==> src/design/tmr_pkg.sv <==
package tmr_pkg;

  // register word indices (printed offsets are not all multiples of four,
  // so each printed offset is an index and the byte address is four times it)
  localparam logic [7:0] IDX_INTERRUPT_CONTROL  = 8'h0b;
  localparam logic [7:0] IDX_PERIPHERAL_FLAGS   = 8'h0c;
  localparam logic [7:0] IDX_COUNT_LOW_BYTE     = 8'h0e;
  localparam logic [7:0] IDX_COUNT_HIGH_BYTE    = 8'h0f;
  localparam logic [7:0] IDX_TIMER_CONTROL      = 8'h10;
  localparam logic [7:0] IDX_PERIPHERAL_ENABLES = 8'h8c;
  localparam logic [7:0] IDX_SYSTEM_STATUS      = 8'h20;
  localparam logic [7:0] IDX_OSC_PORT_VIEW      = 8'h21;

  // timer_control fields
  localparam int TC_TIMER_ON     = 0;
  localparam int TC_CLOCK_SOURCE = 1;
  localparam int TC_NO_SYNC_N    = 2;
  localparam int TC_CRYSTAL_OSC  = 3;
  localparam int TC_PRESCALE_LO  = 4;
  localparam int TC_GATE_ENABLE  = 6;
  localparam logic [7:0] TC_WRITE_MASK = 8'h7f;

  // interrupt_control / peripheral_flags / peripheral_enables fields
  localparam int IC_GLOBAL_EN     = 7;
  localparam int IC_PERIPHERAL_EN = 6;
  localparam int PF_OVERFLOW      = 0;
  localparam int PE_OVERFLOW_EN   = 0;

  // osc_port_view fields
  localparam int OV_PIN_B      = 0;
  localparam int OV_PIN_A      = 1;
  localparam int OV_DIR_B      = 2;
  localparam int OV_DIR_A      = 3;

  localparam logic [7:0]  RESET_BYTE = 8'h00;
  localparam logic [15:0] COUNT_MAX  = 16'hffff;
  localparam logic [1:0]  HTRANS_NONSEQ = 2'h2;
  localparam logic [2:0]  HSIZE_WORD    = 3'h2;

  typedef struct packed {
    logic       gate_enable;
    logic [1:0] prescale_sel;
    logic       crystal_osc_enable;
    logic       no_sync_n;
    logic       clock_source_select;
    logic       timer_on;
  } ctrl_s;

endpackage

==> src/design/gated_timer.sv <==
`timescale 1ns/1ns
`default_nettype none

// How it works
// - internal source: count advances each instruction cycle after prescaling
// - external source: count advances on rising edges of the clock pin
// - external mode counts no rising edge before a falling edge is seen
// - with gate enabled and timer on, counting only while gate pin low
// - count rollover from all ones to zero sets the overflow flag
// - interrupt needs flag, timer enable, peripheral enable and global enable
// - prescaler divides the count clock by 1, 2, 4 or 8
// - prescaler is hidden and is cleared by a write of either count byte
// - crystal enable works only while on internal oscillator
// - external source: pin synchronised either way; no_sync_n set lets it count in sleep
// - timer_on set lets the timer run, clear stops counting
// - asynchronous counter mode keeps counting in sleep and wakes on overflow
// - only async mode counts in sleep; wake needs on and both enables
// - count byte reads always return a whole, clean byte value
// - crystal on (enable set, internal osc) forces osc pin directions to one, port bits to zero
// - crystal usable as source only when system runs from internal osc
module gated_timer (
  input  wire logic        sys_clk,
  input  wire logic        rst,
  input  wire logic        clk_en,
  input  wire logic        soft_rst,
  input  wire logic        sleep_mode,
  input  wire logic        on_internal_osc,
  input  wire logic        ext_count_clock_pin,
  input  wire logic        count_gate_n,
  input  wire logic        osc_pin_a,
  input  wire logic        osc_pin_b,
  input  wire logic        osc_pin_a_direction,
  input  wire logic        osc_pin_b_direction,
  input  wire logic        hsel,
  input  wire logic [31:0] haddr,
  input  wire logic [1:0]  htrans,
  input  wire logic        hwrite,
  input  wire logic [2:0]  hsize,
  input  wire logic [31:0] hwdata,
  input  wire logic        hready,
  output logic      [31:0] hrdata,
  output logic             hreadyout,
  output logic             hresp,
  output logic             irq,
  output logic             wake,
  output logic             crystal_osc_on,
  output logic             view_pin_a,
  output logic             view_pin_b,
  output logic             view_dir_a,
  output logic             view_dir_b
);

  tmr_pkg::ctrl_s ctrl_r;
  logic [15:0]    count_r;
  logic [2:0]     presc_r;
  logic           flag_r;
  logic           tie_r;
  logic           glb_en_r;
  logic           per_en_r;
  logic           ovf_en_r;
  logic [2:0]     ck_sync_r;
  logic [2:0]     gt_sync_r;
  logic           ck_last_r;
  logic           fall_seen_r;
  logic           wr_pend_r;
  logic [7:0]     wr_idx_r;
  logic           rd_pend_r;
  logic [7:0]     rd_idx_r;

  // --- AHB-Lite slave: zero wait states, OKAY only ---
  logic       addr_ok;
  logic [7:0] a_idx;
  assign a_idx   = haddr[9:2];
  assign addr_ok = hsel && hready && htrans == tmr_pkg::HTRANS_NONSEQ;
  assign hreadyout = 1'b1;
  assign hresp     = 1'b0;

  always_ff @(posedge sys_clk or posedge rst) begin
    if (rst) begin
      wr_pend_r <= 1'b0;
      rd_pend_r <= 1'b0;
      wr_idx_r  <= 8'h00;
      rd_idx_r  <= 8'h00;
    end else if (clk_en) begin
      wr_pend_r <= addr_ok && hwrite;
      rd_pend_r <= addr_ok && !hwrite;
      if (addr_ok) begin
        wr_idx_r <= a_idx;
        rd_idx_r <= a_idx;
      end
    end
  end

  logic wr_ctrl;
  logic wr_lo;
  logic wr_hi;
  logic wr_flags;
  logic wr_ic;
  logic wr_pe;
  assign wr_ctrl  = wr_pend_r && wr_idx_r == tmr_pkg::IDX_TIMER_CONTROL;
  assign wr_lo    = wr_pend_r && wr_idx_r == tmr_pkg::IDX_COUNT_LOW_BYTE;
  assign wr_hi    = wr_pend_r && wr_idx_r == tmr_pkg::IDX_COUNT_HIGH_BYTE;
  assign wr_flags = wr_pend_r && wr_idx_r == tmr_pkg::IDX_PERIPHERAL_FLAGS;
  assign wr_ic    = wr_pend_r && wr_idx_r == tmr_pkg::IDX_INTERRUPT_CONTROL;
  assign wr_pe    = wr_pend_r && wr_idx_r == tmr_pkg::IDX_PERIPHERAL_ENABLES;

  // --- pin synchronisers: change accepted when stages 2 and 3 agree ---
  always_ff @(posedge sys_clk or posedge rst) begin
    if (rst) begin
      ck_sync_r <= 3'h0;
      gt_sync_r <= 3'h7;
    end else if (clk_en) begin
      ck_sync_r <= {ck_sync_r[1:0], ext_count_clock_pin};
      gt_sync_r <= {gt_sync_r[1:0], count_gate_n};
    end
  end

  logic ck_lvl;
  logic gate_open;
  logic gate_lvl_r;
  always_ff @(posedge sys_clk or posedge rst) begin
    if (rst) begin
      ck_last_r  <= 1'b0;
      gate_lvl_r <= 1'b1;
    end else if (clk_en) begin
      if (ck_sync_r[1] == ck_sync_r[2])
        ck_last_r <= ck_sync_r[2];
      if (gt_sync_r[1] == gt_sync_r[2])
        gate_lvl_r <= gt_sync_r[2];
    end
  end
  // new accepted clock level this cycle
  assign ck_lvl = (ck_sync_r[1] == ck_sync_r[2]) ? ck_sync_r[2] : ck_last_r;

  logic ext_rise;
  logic ext_fall;
  assign ext_rise = ck_lvl && !ck_last_r;
  assign ext_fall = !ck_lvl && ck_last_r;

  // one sampling path serves both sync and async modes: the pin is foreign
  // to sys_clk either way, so no_sync_n only decides sleep behaviour
  logic async_mode;
  assign async_mode = ctrl_r.clock_source_select && ctrl_r.no_sync_n;

  always_ff @(posedge sys_clk or posedge rst) begin
    if (rst)
      fall_seen_r <= 1'b0;
    else if (clk_en) begin
      if (!ctrl_r.clock_source_select || !ctrl_r.timer_on)
        fall_seen_r <= 1'b0;
      else if (ext_fall)
        fall_seen_r <= 1'b1;
    end
  end

  logic src_tick;
  always_comb begin
    if (ctrl_r.clock_source_select)
      src_tick = ext_rise && fall_seen_r;
    else
      src_tick = !sleep_mode;
  end

  assign gate_open = !ctrl_r.gate_enable || !gate_lvl_r;

  logic run;
  assign run = ctrl_r.timer_on && gate_open &&
               (!sleep_mode || async_mode);

  logic [2:0] presc_mask;
  always_comb begin
    case (ctrl_r.prescale_sel)
      2'b00:   presc_mask = 3'h0;
      2'b01:   presc_mask = 3'h1;
      2'b10:   presc_mask = 3'h3;
      2'b11:   presc_mask = 3'h7;
      default: presc_mask = 3'h0;
    endcase
  end

  logic presc_done;
  assign presc_done = (presc_r & presc_mask) == presc_mask;

  always_ff @(posedge sys_clk or posedge rst) begin
    if (rst)
      presc_r <= 3'h0;
    else if (clk_en) begin
      if (wr_lo || wr_hi)
        presc_r <= 3'h0;
      else if (run && src_tick)
        presc_r <= presc_done ? 3'h0 : presc_r + 3'h1;
    end
  end

  logic inc;
  logic rollover;
  assign inc      = run && src_tick && presc_done && !wr_lo && !wr_hi;
  assign rollover = inc && count_r == tmr_pkg::COUNT_MAX;

  // count and control survive soft resets; only rst clears them
  always_ff @(posedge sys_clk or posedge rst) begin
    if (rst)
      count_r <= 16'h0000;
    else if (clk_en) begin
      if (wr_lo)
        count_r[7:0] <= hwdata[7:0];
      else if (wr_hi)
        count_r[15:8] <= hwdata[7:0];
      else if (inc)
        count_r <= count_r + 16'h0001;
    end
  end

  always_ff @(posedge sys_clk or posedge rst) begin
    if (rst)
      ctrl_r <= '0;
    else if (clk_en && wr_ctrl)
      ctrl_r <= hwdata[6:0] & tmr_pkg::TC_WRITE_MASK[6:0];
  end

  always_ff @(posedge sys_clk or posedge rst) begin
    if (rst)
      flag_r <= 1'b0;
    else if (clk_en) begin
      if (rollover)
        flag_r <= 1'b1;
      else if (wr_flags)
        flag_r <= hwdata[tmr_pkg::PF_OVERFLOW];
    end
  end

  always_ff @(posedge sys_clk or posedge rst) begin
    if (rst) begin
      glb_en_r <= 1'b0;
      per_en_r <= 1'b0;
      ovf_en_r <= 1'b0;
    end else if (clk_en) begin
      if (soft_rst) begin
        glb_en_r <= 1'b0;
        per_en_r <= 1'b0;
        ovf_en_r <= 1'b0;
      end else begin
        if (wr_ic) begin
          glb_en_r <= hwdata[tmr_pkg::IC_GLOBAL_EN];
          per_en_r <= hwdata[tmr_pkg::IC_PERIPHERAL_EN];
        end
        if (wr_pe)
          ovf_en_r <= hwdata[tmr_pkg::PE_OVERFLOW_EN];
      end
    end
  end
  assign tie_r = ovf_en_r;

  assign irq  = flag_r && tie_r && per_en_r && glb_en_r;
  assign wake = sleep_mode && flag_r && tie_r && per_en_r &&
                ctrl_r.timer_on && async_mode;

  assign crystal_osc_on = ctrl_r.crystal_osc_enable &&
                          on_internal_osc;
  assign view_pin_a = crystal_osc_on ? 1'b0 : osc_pin_a;
  assign view_pin_b = crystal_osc_on ? 1'b0 : osc_pin_b;
  assign view_dir_a = crystal_osc_on ? 1'b1 : osc_pin_a_direction;
  assign view_dir_b = crystal_osc_on ? 1'b1 : osc_pin_b_direction;

  // reads sample the sys_clk-domain count, so bytes never tear
  always_ff @(posedge sys_clk or posedge rst) begin
    if (rst)
      hrdata <= 32'h0000_0000;
    else if (clk_en && addr_ok && !hwrite) begin
      case (a_idx)
        tmr_pkg::IDX_COUNT_LOW_BYTE:  hrdata <= {24'h0, count_r[7:0]};
        tmr_pkg::IDX_COUNT_HIGH_BYTE: hrdata <= {24'h0, count_r[15:8]};
        tmr_pkg::IDX_TIMER_CONTROL:   hrdata <= {25'h0, ctrl_r};
        tmr_pkg::IDX_PERIPHERAL_FLAGS:   hrdata <= {31'h0, flag_r};
        tmr_pkg::IDX_PERIPHERAL_ENABLES: hrdata <= {31'h0, ovf_en_r};
        tmr_pkg::IDX_INTERRUPT_CONTROL:
          hrdata <= {24'h0, glb_en_r, per_en_r, 6'h0};
        tmr_pkg::IDX_SYSTEM_STATUS:
          hrdata <= {29'h0, wake, irq, crystal_osc_on};
        tmr_pkg::IDX_OSC_PORT_VIEW:
          hrdata <= {28'h0, view_dir_a, view_dir_b, view_pin_a, view_pin_b};
        default: hrdata <= 32'h0000_0000;
      endcase
    end
  end

  // ---------------- assertions ----------------
  AST_IRQ_AND: assert property (
    @(posedge sys_clk) disable iff (rst)
    irq == (flag_r && ovf_en_r && per_en_r && glb_en_r))
    else $error("irq not the and of its enables");

  AST_ROLL_SETS_FLAG: assert property (
    @(posedge sys_clk) disable iff (rst)
    clk_en && rollover |=> flag_r && count_r == 16'h0000)
    else $error("rollover did not set flag");

  AST_FLAG_STICKY: assert property (
    @(posedge sys_clk) disable iff (rst)
    flag_r && !(clk_en && wr_flags) |=> flag_r)
    else $error("flag cleared by hardware");

  AST_OFF_HOLDS: assert property (
    @(posedge sys_clk) disable iff (rst)
    !ctrl_r.timer_on && !(wr_lo || wr_hi) |=> $stable(count_r))
    else $error("count moved while timer off");

  AST_GATE_HOLDS: assert property (
    @(posedge sys_clk) disable iff (rst)
    ctrl_r.gate_enable && gate_lvl_r && !(wr_lo || wr_hi)
    |=> $stable(count_r))
    else $error("count moved while gated");

  AST_PRESC_CLR: assert property (
    @(posedge sys_clk) disable iff (rst)
    clk_en && (wr_lo || wr_hi) |=> presc_r == 3'h0)
    else $error("prescaler not cleared on count write");

  AST_NO_EARLY_EDGE: assert property (
    @(posedge sys_clk) disable iff (rst)
    ctrl_r.clock_source_select && !fall_seen_r && !(wr_lo || wr_hi)
    |=> $stable(count_r))
    else $error("counted before falling edge");

  // a stopped timer forgets the falling edge, so each start needs a new one
  AST_FALL_CLEARED: assert property (
    @(posedge sys_clk) disable iff (rst)
    clk_en && !ctrl_r.timer_on |=> !fall_seen_r)
    else $error("falling edge memory kept while timer off");

  AST_DIV1_TIMER: assert property (
    @(posedge sys_clk) disable iff (rst)
    clk_en && ctrl_r.timer_on && !ctrl_r.clock_source_select &&
    !ctrl_r.gate_enable && !sleep_mode && ctrl_r.prescale_sel == 2'b00 &&
    !(wr_lo || wr_hi) && !wr_ctrl |=> count_r == $past(count_r) + 16'h0001)
    else $error("divide-by-1 timer did not step");

  AST_DIV8_STEP: assert property (
    @(posedge sys_clk) disable iff (rst)
    inc && ctrl_r.prescale_sel == 2'b11 |-> presc_r == 3'h7)
    else $error("divide-by-8 stepped early");

  AST_SLEEP_SYNC: assert property (
    @(posedge sys_clk) disable iff (rst)
    sleep_mode && !async_mode && !(wr_lo || wr_hi) |=> $stable(count_r))
    else $error("counted in sleep outside async mode");

  AST_WAKE_ASYNC: assert property (
    @(posedge sys_clk) disable iff (rst)
    wake |-> sleep_mode && async_mode && ctrl_r.timer_on && per_en_r)
    else $error("wake outside asynchronous counter mode");

  AST_SOFT_KEEPS: assert property (
    @(posedge sys_clk) disable iff (rst)
    clk_en && soft_rst && !wr_ctrl |=> $stable(ctrl_r))
    else $error("soft reset disturbed the control register");

  AST_OSC_VIEW: assert property (
    @(posedge sys_clk) disable iff (rst)
    crystal_osc_on |-> view_dir_a && view_dir_b && !view_pin_a && !view_pin_b)
    else $error("oscillator pin view not forced");

  AST_OSC_GATED: assert property (
    @(posedge sys_clk) disable iff (rst)
    !on_internal_osc |-> !crystal_osc_on)
    else $error("crystal on without internal oscillator");

  COV_ROLLOVER: cover property (@(posedge sys_clk) disable iff (rst)
    rollover);
  COV_IRQ: cover property (@(posedge sys_clk) disable iff (rst) irq);
  COV_WAKE: cover property (@(posedge sys_clk) disable iff (rst) wake);
  COV_EXT_INC: cover property (@(posedge sys_clk) disable iff (rst)
    inc && ctrl_r.clock_source_select);

endmodule

`default_nettype wire

==> config.mk <==
export PLATFORM = sky130hd
export DESIGN_NAME = gated_timer
export DESIGN_NICKNAME = d
export VERILOG_FILES = /design/src/design/tmr_pkg.sv /design/src/design/gated_timer.sv
export SDC_FILE = /design/constraint.sdc
export NUM_CORES = 1
export LEC_CHECK = 0
export BUFFER_PORTS_ARGS = -buffer_cell sky130_fd_sc_hd__buf_2
export CAP_MARGIN = 20
export CELL_PAD_IN_SITES_DETAIL_PLACEMENT = 1
export CELL_PAD_IN_SITES_GLOBAL_PLACEMENT = 2
export CORE_UTILIZATION = 26
export DETAILED_ROUTE_END_ITERATION = 7
export PLACE_DENSITY = 0.79
export SYNTH_ARGS = -nofsm -noshare
export SYNTH_HDL_FRONTEND = slang
export SYNTH_SLANG_ARGS = --single-unit
==> constraint.sdc <==
create_clock -name sys_clk -period 1.73 [get_ports sys_clk]
set_input_delay 0.173 -clock sys_clk [delete_from_list [all_inputs] [get_ports sys_clk]]
set_output_delay 0.173 -clock sys_clk [all_outputs]
set_load 0.005 [all_outputs]
==> flow_metrics.tcl, run 1 <==
set metrics [dict create \
    status "complete, but fails checks" \
    hold_class "input port to flip-flop" \
    wl_per_cell_um 17.7 \
    grt_usage_pct 17.4 \
    path_buf_inv 1 \
    clk_latency_ns 0.30 \
    end_kind "flip-flop" \
    synthCells 374 \
    grt_max_degree 57 \
    via_per_inst 5.05 \
    power.total_mw 3.43 \
    row_count 42 \
    stdcell_area_mm2 0.00483 \
    criticalPathCategory "flip-flop to flip-flop" \
    synth.avg_cell_area_um2 9.37 \
    final-max-slew-violation-count 0 \
    vias 3381 \
    hold_depth 2 \
    root_buffer "clkbuf_16" \
    place_area_mm2 0.00440 \
    internal-power_mw 2.49 \
    core_area_mm2 0.0132 \
    utilization_pct 36.6 \
    power_density_mw_per_mm2 711 \
    io_buffer_count 47 \
    firstDrtPassIters 4 \
    synth-edff-count 0 \
    gp_congestion 0.868 \
    switching_power_mw 0.943 \
    place_ws_ns -0.276 \
    relSlewSlack_pct 62.5 \
    numCtsBuffers 5 \
    die_area_mm2 0.0140 \
    async_flop_share_pct 100 \
    finClkSkew_ns 0.0130 \
    reg2regPathDepth 6 \
    grt_overflow 0 \
    antenna_found_initial 0 \
    synth_area_mm2 0.00351 \
    antenna_left 0 \
    max_stage_delay_ns 0.39 \
    tightest_slew_ns 0.557 \
    drive_gt1_share_pct 41.2 \
    fin_crit_sh_pct 110 \
    synth_cell_types 69 \
    finalCriticalPeriod_ns 1.91 \
    htree_num_levels 2 \
    hold_viol_final 0 \
    startpoint_type "flip-flop" \
    grt_pass1_wl_um 19200 \
    dp_hpwl_um 9040 \
    ios 125 \
    critical_path_required_ns 1.97 \
    power.static_leakage_nw 2.10 \
    critPathTopFamily "compound AO/OA/AOI/OAI gates" \
    ys_ff_latch 56 \
    route.detailed.drc 0 \
    wl_um 11800 \
    setup_violations 17 \
    rsz0062_at_grt "yes" \
    dieWidth_um 118 \
    swShare_pct 27.5 \
    worstPathMaxFanout 6 \
    max_freq_mhz 523 \
    cts.sinks 56 \
    fill_cells 1532 \
    syn_to_final_growth_pct 37.7 \
    fin_tns_setup_ns -1.84 \
    path_clk_slew_ns 0.08 \
    setup_slack_ns -0.181 \
    violations "negative setup slack" \
    diodes 0 \
    ys_seq_area_share_pct 40.1 \
    drv_cap 0 \
    grt_pass1_vias 3563 \
    synth_flop_cell "dfrtp_1" \
    cts.path.max_buffers 2 \
    die-height_um 118 \
    initial_core_util_pct 26.6 \
    crit_slowest_cell "o41ai_1" \
    seqPwrFrac_pct 46.8 \
    pwr-share-comb_pct 18.7 \
    worstPathCellList "nand4b_1 -> a221oi_2 -> buf_4 -> nand3_4 -> o41ai_1 -> o211a_1" \
    ys.warnings.count 0 \
    cp.arrival_ns 2.15 \
    peakVddDrop_mv 0.393 \
    nets 578 \
    clkPwrFrac_pct 34.5 \
    cts_tree "built" \
    crit_cells 6 \
    initialDrtViolationCount 216 \
]
[synth_stat cells, types with 3 or more instances]
master | number | area share (%)
dfrtp_1 | 52 | 37
nor2_1 | 29 | 3.1
buf_4 | 26 | 5.6
nand2_1 | 25 | 2.7
mux2_2 | 23 | 7.4
a21oi_1 | 22 | 3.1
inv_1 | 16 | 1.7
nand3_1 | 14 | 2.0
o21ai_0 | 13 | 1.9
nor3_1 | 11 | 1.6
clkbuf_1 | 10 | 1.1
nand2b_1 | 8 | 1.4
nand4_1 | 8 | 1.4
a31oi_1 | 7 | 1.2
nor4_1 | 7 | 1.2
mux2i_1 | 6 | 1.7
nor2b_1 | 6 | 1.1
and3_1 | 4 | 0.71
dfstp_2 | 4 | 3.0
o211ai_1 | 4 | 0.86
o2bb2ai_1 | 4 | 1.0
or3_1 | 4 | 0.71
a2bb2oi_1 | 3 | 0.75
a311oi_1 | 3 | 0.75
nor4b_1 | 3 | 0.75
o22ai_1 | 3 | 0.54
o31ai_1 | 3 | 0.64
[power by group through the flow]
stage / Clock, mW / Sequential, mW / Combinational, mW
finish: 1.18 / 1.60 / 0.642
global route: 1.27 / 1.62 / 0.707
CTS: 1.21 / 1.59 / 0.624
floorplan: 0 / 1.59 / 0.336
detailed placement: 0 / 1.61 / 0.606
global placement: 0 / 1.60 / 0.585
[path summary, 6_finish.rpt]
| check | start | endpoint | slack (ns) |
|---|---|---|---|
| max | ck_last_r | flag_r | -0.18 |
| min | ext_count_clock_pin | ck_sync_r[0] | 0.12 |
| max reg2reg | ck_last_r | flag_r | -0.18 |
| min reg2reg | gt_sync_r[0] | gt_sync_r[1] | 0.48 |
| max in group asynchronous | rst | gate_lvl_r | 0.93 |
| min in group asynchronous | rst | wr_idx_r[4] | 0.47 |
[per-layer routing]
layer	vias up	wire length [µm]	GRT usage, %
met5	-	0	0
li1	1585	-	-
met3	13	569	2.96
met4	0	126	3.61
met2	90	5740	29.2
met1	1693	5400	23.5
[state kept, by name, summed over array words and instances, names as in the netlist, 3 cells and up]
| register | count |
|---|---|
| presc_r | 3 |
| hrdata | 8 |
| ck_sync_r | 3 |
| wr_idx_r | 8 |
| count_r | 16 |
| gt_sync_r | 3 |
| ctrl_r | 7 |
[cell type report]
cell class / count / area (µm²) / area share, %
Timing Repair Buffer: 125 / 847 / 17.5
Sequential cell: 56 / 1410 / 29.1
Clock inverter: 2 / 38.8 / 0.804
Inverter: 16 / 60.1 / 1.24
Multi-Input combinational cell: 288 / 2130 / 44.0
Tap cell: 176 / 220 / 4.56
Clock buffer: 6 / 129 / 2.67
[metrics by stage]
step | std cells | hold slack (ns)
2_1_floorplan | 398 | 0.269
3_3_place_gp | 658 | 0.258
3_5_place_dp | 658 | 0.263
4_1_cts | 670 | 0.112
5_1_grt | 669 | 0.121
6_report | 669 | 0.116
[kinds of logic after synthesis]
group / count (synthesis) / synth area share, %
other: 2 / 0.214
flip-flops: 56 / 40.1
buffers and inverters: 54 / 8.60
AND/OR/NAND/NOR: 141 / 23.3
AO/OA/AOI/OAI: 90 / 18.0
adder cells (fa/ha/maj): 2 / 0.714
multiplexers: 29 / 9.10
[timing repair]
item | CTS | global route
pin swaps | 15 | 15
setup buffers | 3 | 0
resized for setup | 13 | 29
endpoints found under the setup margin | 20 | 28
hold buffers | 1 | 0
hold endpoints to repair | 52 | 0
[layout by cell type, fill, tap and decap left out, types with 4 or more instances in the layout]
cell        n
a21oi_1    20
clkbuf_16   5
and3_1      4
dfstp_2     4
nor2_1     28
mux2i_1     6
mux2_2     23
buf_2      47
nor3_1      9
o211ai_1    4
o21ai_0    13
buf_4      73
nor2b_1     6
nand3_1    13
dfrtp_1    52
conb_1     26
nand2b_1    8
inv_1      15
a31oi_1     7
nor4_4      4
nand4_1     8
nand2_1    24
Note: power is estimated with default switching activity, not from simulation.
==> inputs of run 2 (changes only) <==
- CORE_MARGIN: unset -> 2
==> flow_metrics.tcl, run 2 (synthesized netlist as in run 1, its figures left out) <==
set metrics [dict create \
    status "complete, but fails checks" \
    violations "negative setup slack" \
    final-max-slew-violation-count 0 \
    io_buffer_count 47 \
    hold_viol_final 0 \
    antenna_left 0 \
    initialDrtViolationCount 137 \
    layout_common_cells "buf_4, dfrtp_1, buf_2, nor2_1, conb_1" \
    power.total_mw 3.31 \
    fin_crit_sh_pct 107 \
    criticalPathCategory "flip-flop to flip-flop" \
    via_per_inst 5.11 \
    finalCriticalPeriod_ns 1.86 \
    dp_hpwl_um 9490 \
    worstPathMaxFanout 6 \
    cp.arrival_ns 2.04 \
    grt_overflow 0 \
    end_kind "flip-flop" \
    startpoint_type "flip-flop" \
    core_area_mm2 0.0132 \
    largest_reg_flops 16 \
    mostFrequentLayoutCell "buf_4" \
    row_count 42 \
    power_density_mw_per_mm2 672 \
    utilization_pct 37.3 \
    grt_max_degree 42 \
    critical_path_required_ns 1.92 \
    path_clk_slew_ns 0.08 \
    cts_tree "built" \
    dieWidth_um 120 \
    numCtsBuffers 5 \
    instances_no_fill 672 \
    multi_input_area_mm2 0.00220 \
    largest_register "count_r" \
    peakVddDrop_mv 0.323 \
    hold_class "input port to flip-flop" \
    power.static_leakage_nw 2.10 \
    vias 3435 \
    grt_usage_pct 17.1 \
    rsz0062_at_grt "yes" \
    clk_latency_ns 0.30 \
    antenna_found_initial 0 \
    max_freq_mhz 539 \
    die_area_mm2 0.0144 \
    setup_slack_ns -0.126 \
    setup_violations 15 \
    syn_to_final_growth_pct 40.3 \
    root_buffer "clkbuf_16" \
    wl_per_cell_um 18.5 \
    wl_um 12500 \
    grt_pass1_wl_um 19500 \
    cts.path.max_buffers 2 \
    ios 125 \
    die-height_um 120 \
    route.detailed.drc 0 \
    finClkSkew_ns 0.00771 \
    htree_num_levels 2 \
    firstDrtPassIters 6 \
    cts.sinks 56 \
    drv_cap 0 \
    initial_core_util_pct 26.6 \
    place_area_mm2 0.00443 \
    placed_cells 661 \
    diodes 0 \
    nets 581 \
    regArea_mm2 0.00141 \
    fill_cells 1544 \
    grt_pass1_vias 3670 \
    reg.largest.list "count_r (16), hrdata (8), wr_idx_r (8)" \
    drive_gt1_share_pct 43.5 \
    stdcell_area_mm2 0.00492 \
    gp_congestion 0.868 \
]
run 2: critical path: stages (launching register included):
cell      delay (ns)
dfrtp_1         0.38
nand4b_1        0.23
a221oi_2        0.26
buf_4           0.20
nand4_4         0.16
or2_4           0.29
o221a_2         0.23
run 2: final timing paths:
check	from	endpoint	slack (ns)	cells after the start
max in group asynchronous	rst	gt_sync_r[0]	0.71	4
setup / recovery	ck_last_r	count_r[4]	-0.13	6
hold reg to reg	gt_sync_r[0]	gt_sync_r[1]	0.49	2
min in group asynchronous	rst	flag_r	0.41	3
hold / removal	ext_count_clock_pin	ck_sync_r[0]	0.11	2
setup reg to reg	ck_last_r	count_r[4]	-0.13	6
run 2: cell type report:
cell class	instances	area share, %
Clock buffer	5	2.54
Clock inverter	3	0.432
Inverter	16	1.22
Multi-Input combinational cell	288	44.7
Sequential cell	56	28.6
Tap cell	176	4.48
Timing Repair Buffer	128	18.0
run 2: power breakdown:
| part | internal [mW] | total, mW | switching [mW] | leakage [nW] |
|---|---|---|---|---|
| clock network | 0.541 | 1.05 | 0.505 | 0.0702 |
| logic | 0.329 | 0.661 | 0.332 | 1.33 |
| registers | 1.47 | 1.60 | 0.133 | 0.702 |
| total | 2.34 | 3.31 | 0.969 | 2.10 |
run 2: per-layer routing:
| layer | track usage, % | vias to the layer above | wire, µm |
|---|---|---|---|
| met5 | 0 | - | 0 |
| met2 | 29.7 | 96 | 6200 |
| met4 | 3.90 | 0 | 201 |
| li1 | - | 1594 | - |
| met1 | 22.5 | 1730 | 5390 |
| met3 | 2.19 | 15 | 670 |
run 2: what timing repair did:
| item | in CTS | in global routing |
|---|---|---|
| buffers inserted | 1 | 1 |
| hold buffers | 1 | 0 |
| resized for setup | 34 | 24 |
| pin swaps | 20 | 11 |
| hold endpoints to repair | 15 | 0 |
| endpoints found under the setup margin | 20 | 26 |
run 2: through the flow:
stage | hold slack [ns] | TNS, ns | setup WS, ns
floorplan | 0.269 | -0.0225 | -0.00827
global placement | 0.177 | -1.77 | -0.186
detailed placement | 0.186 | -2.38 | -0.213
CTS | 0.105 | -1.28 | -0.178
global route | 0.103 | -2.67 | -0.236
finish | 0.111 | -1.15 | -0.126
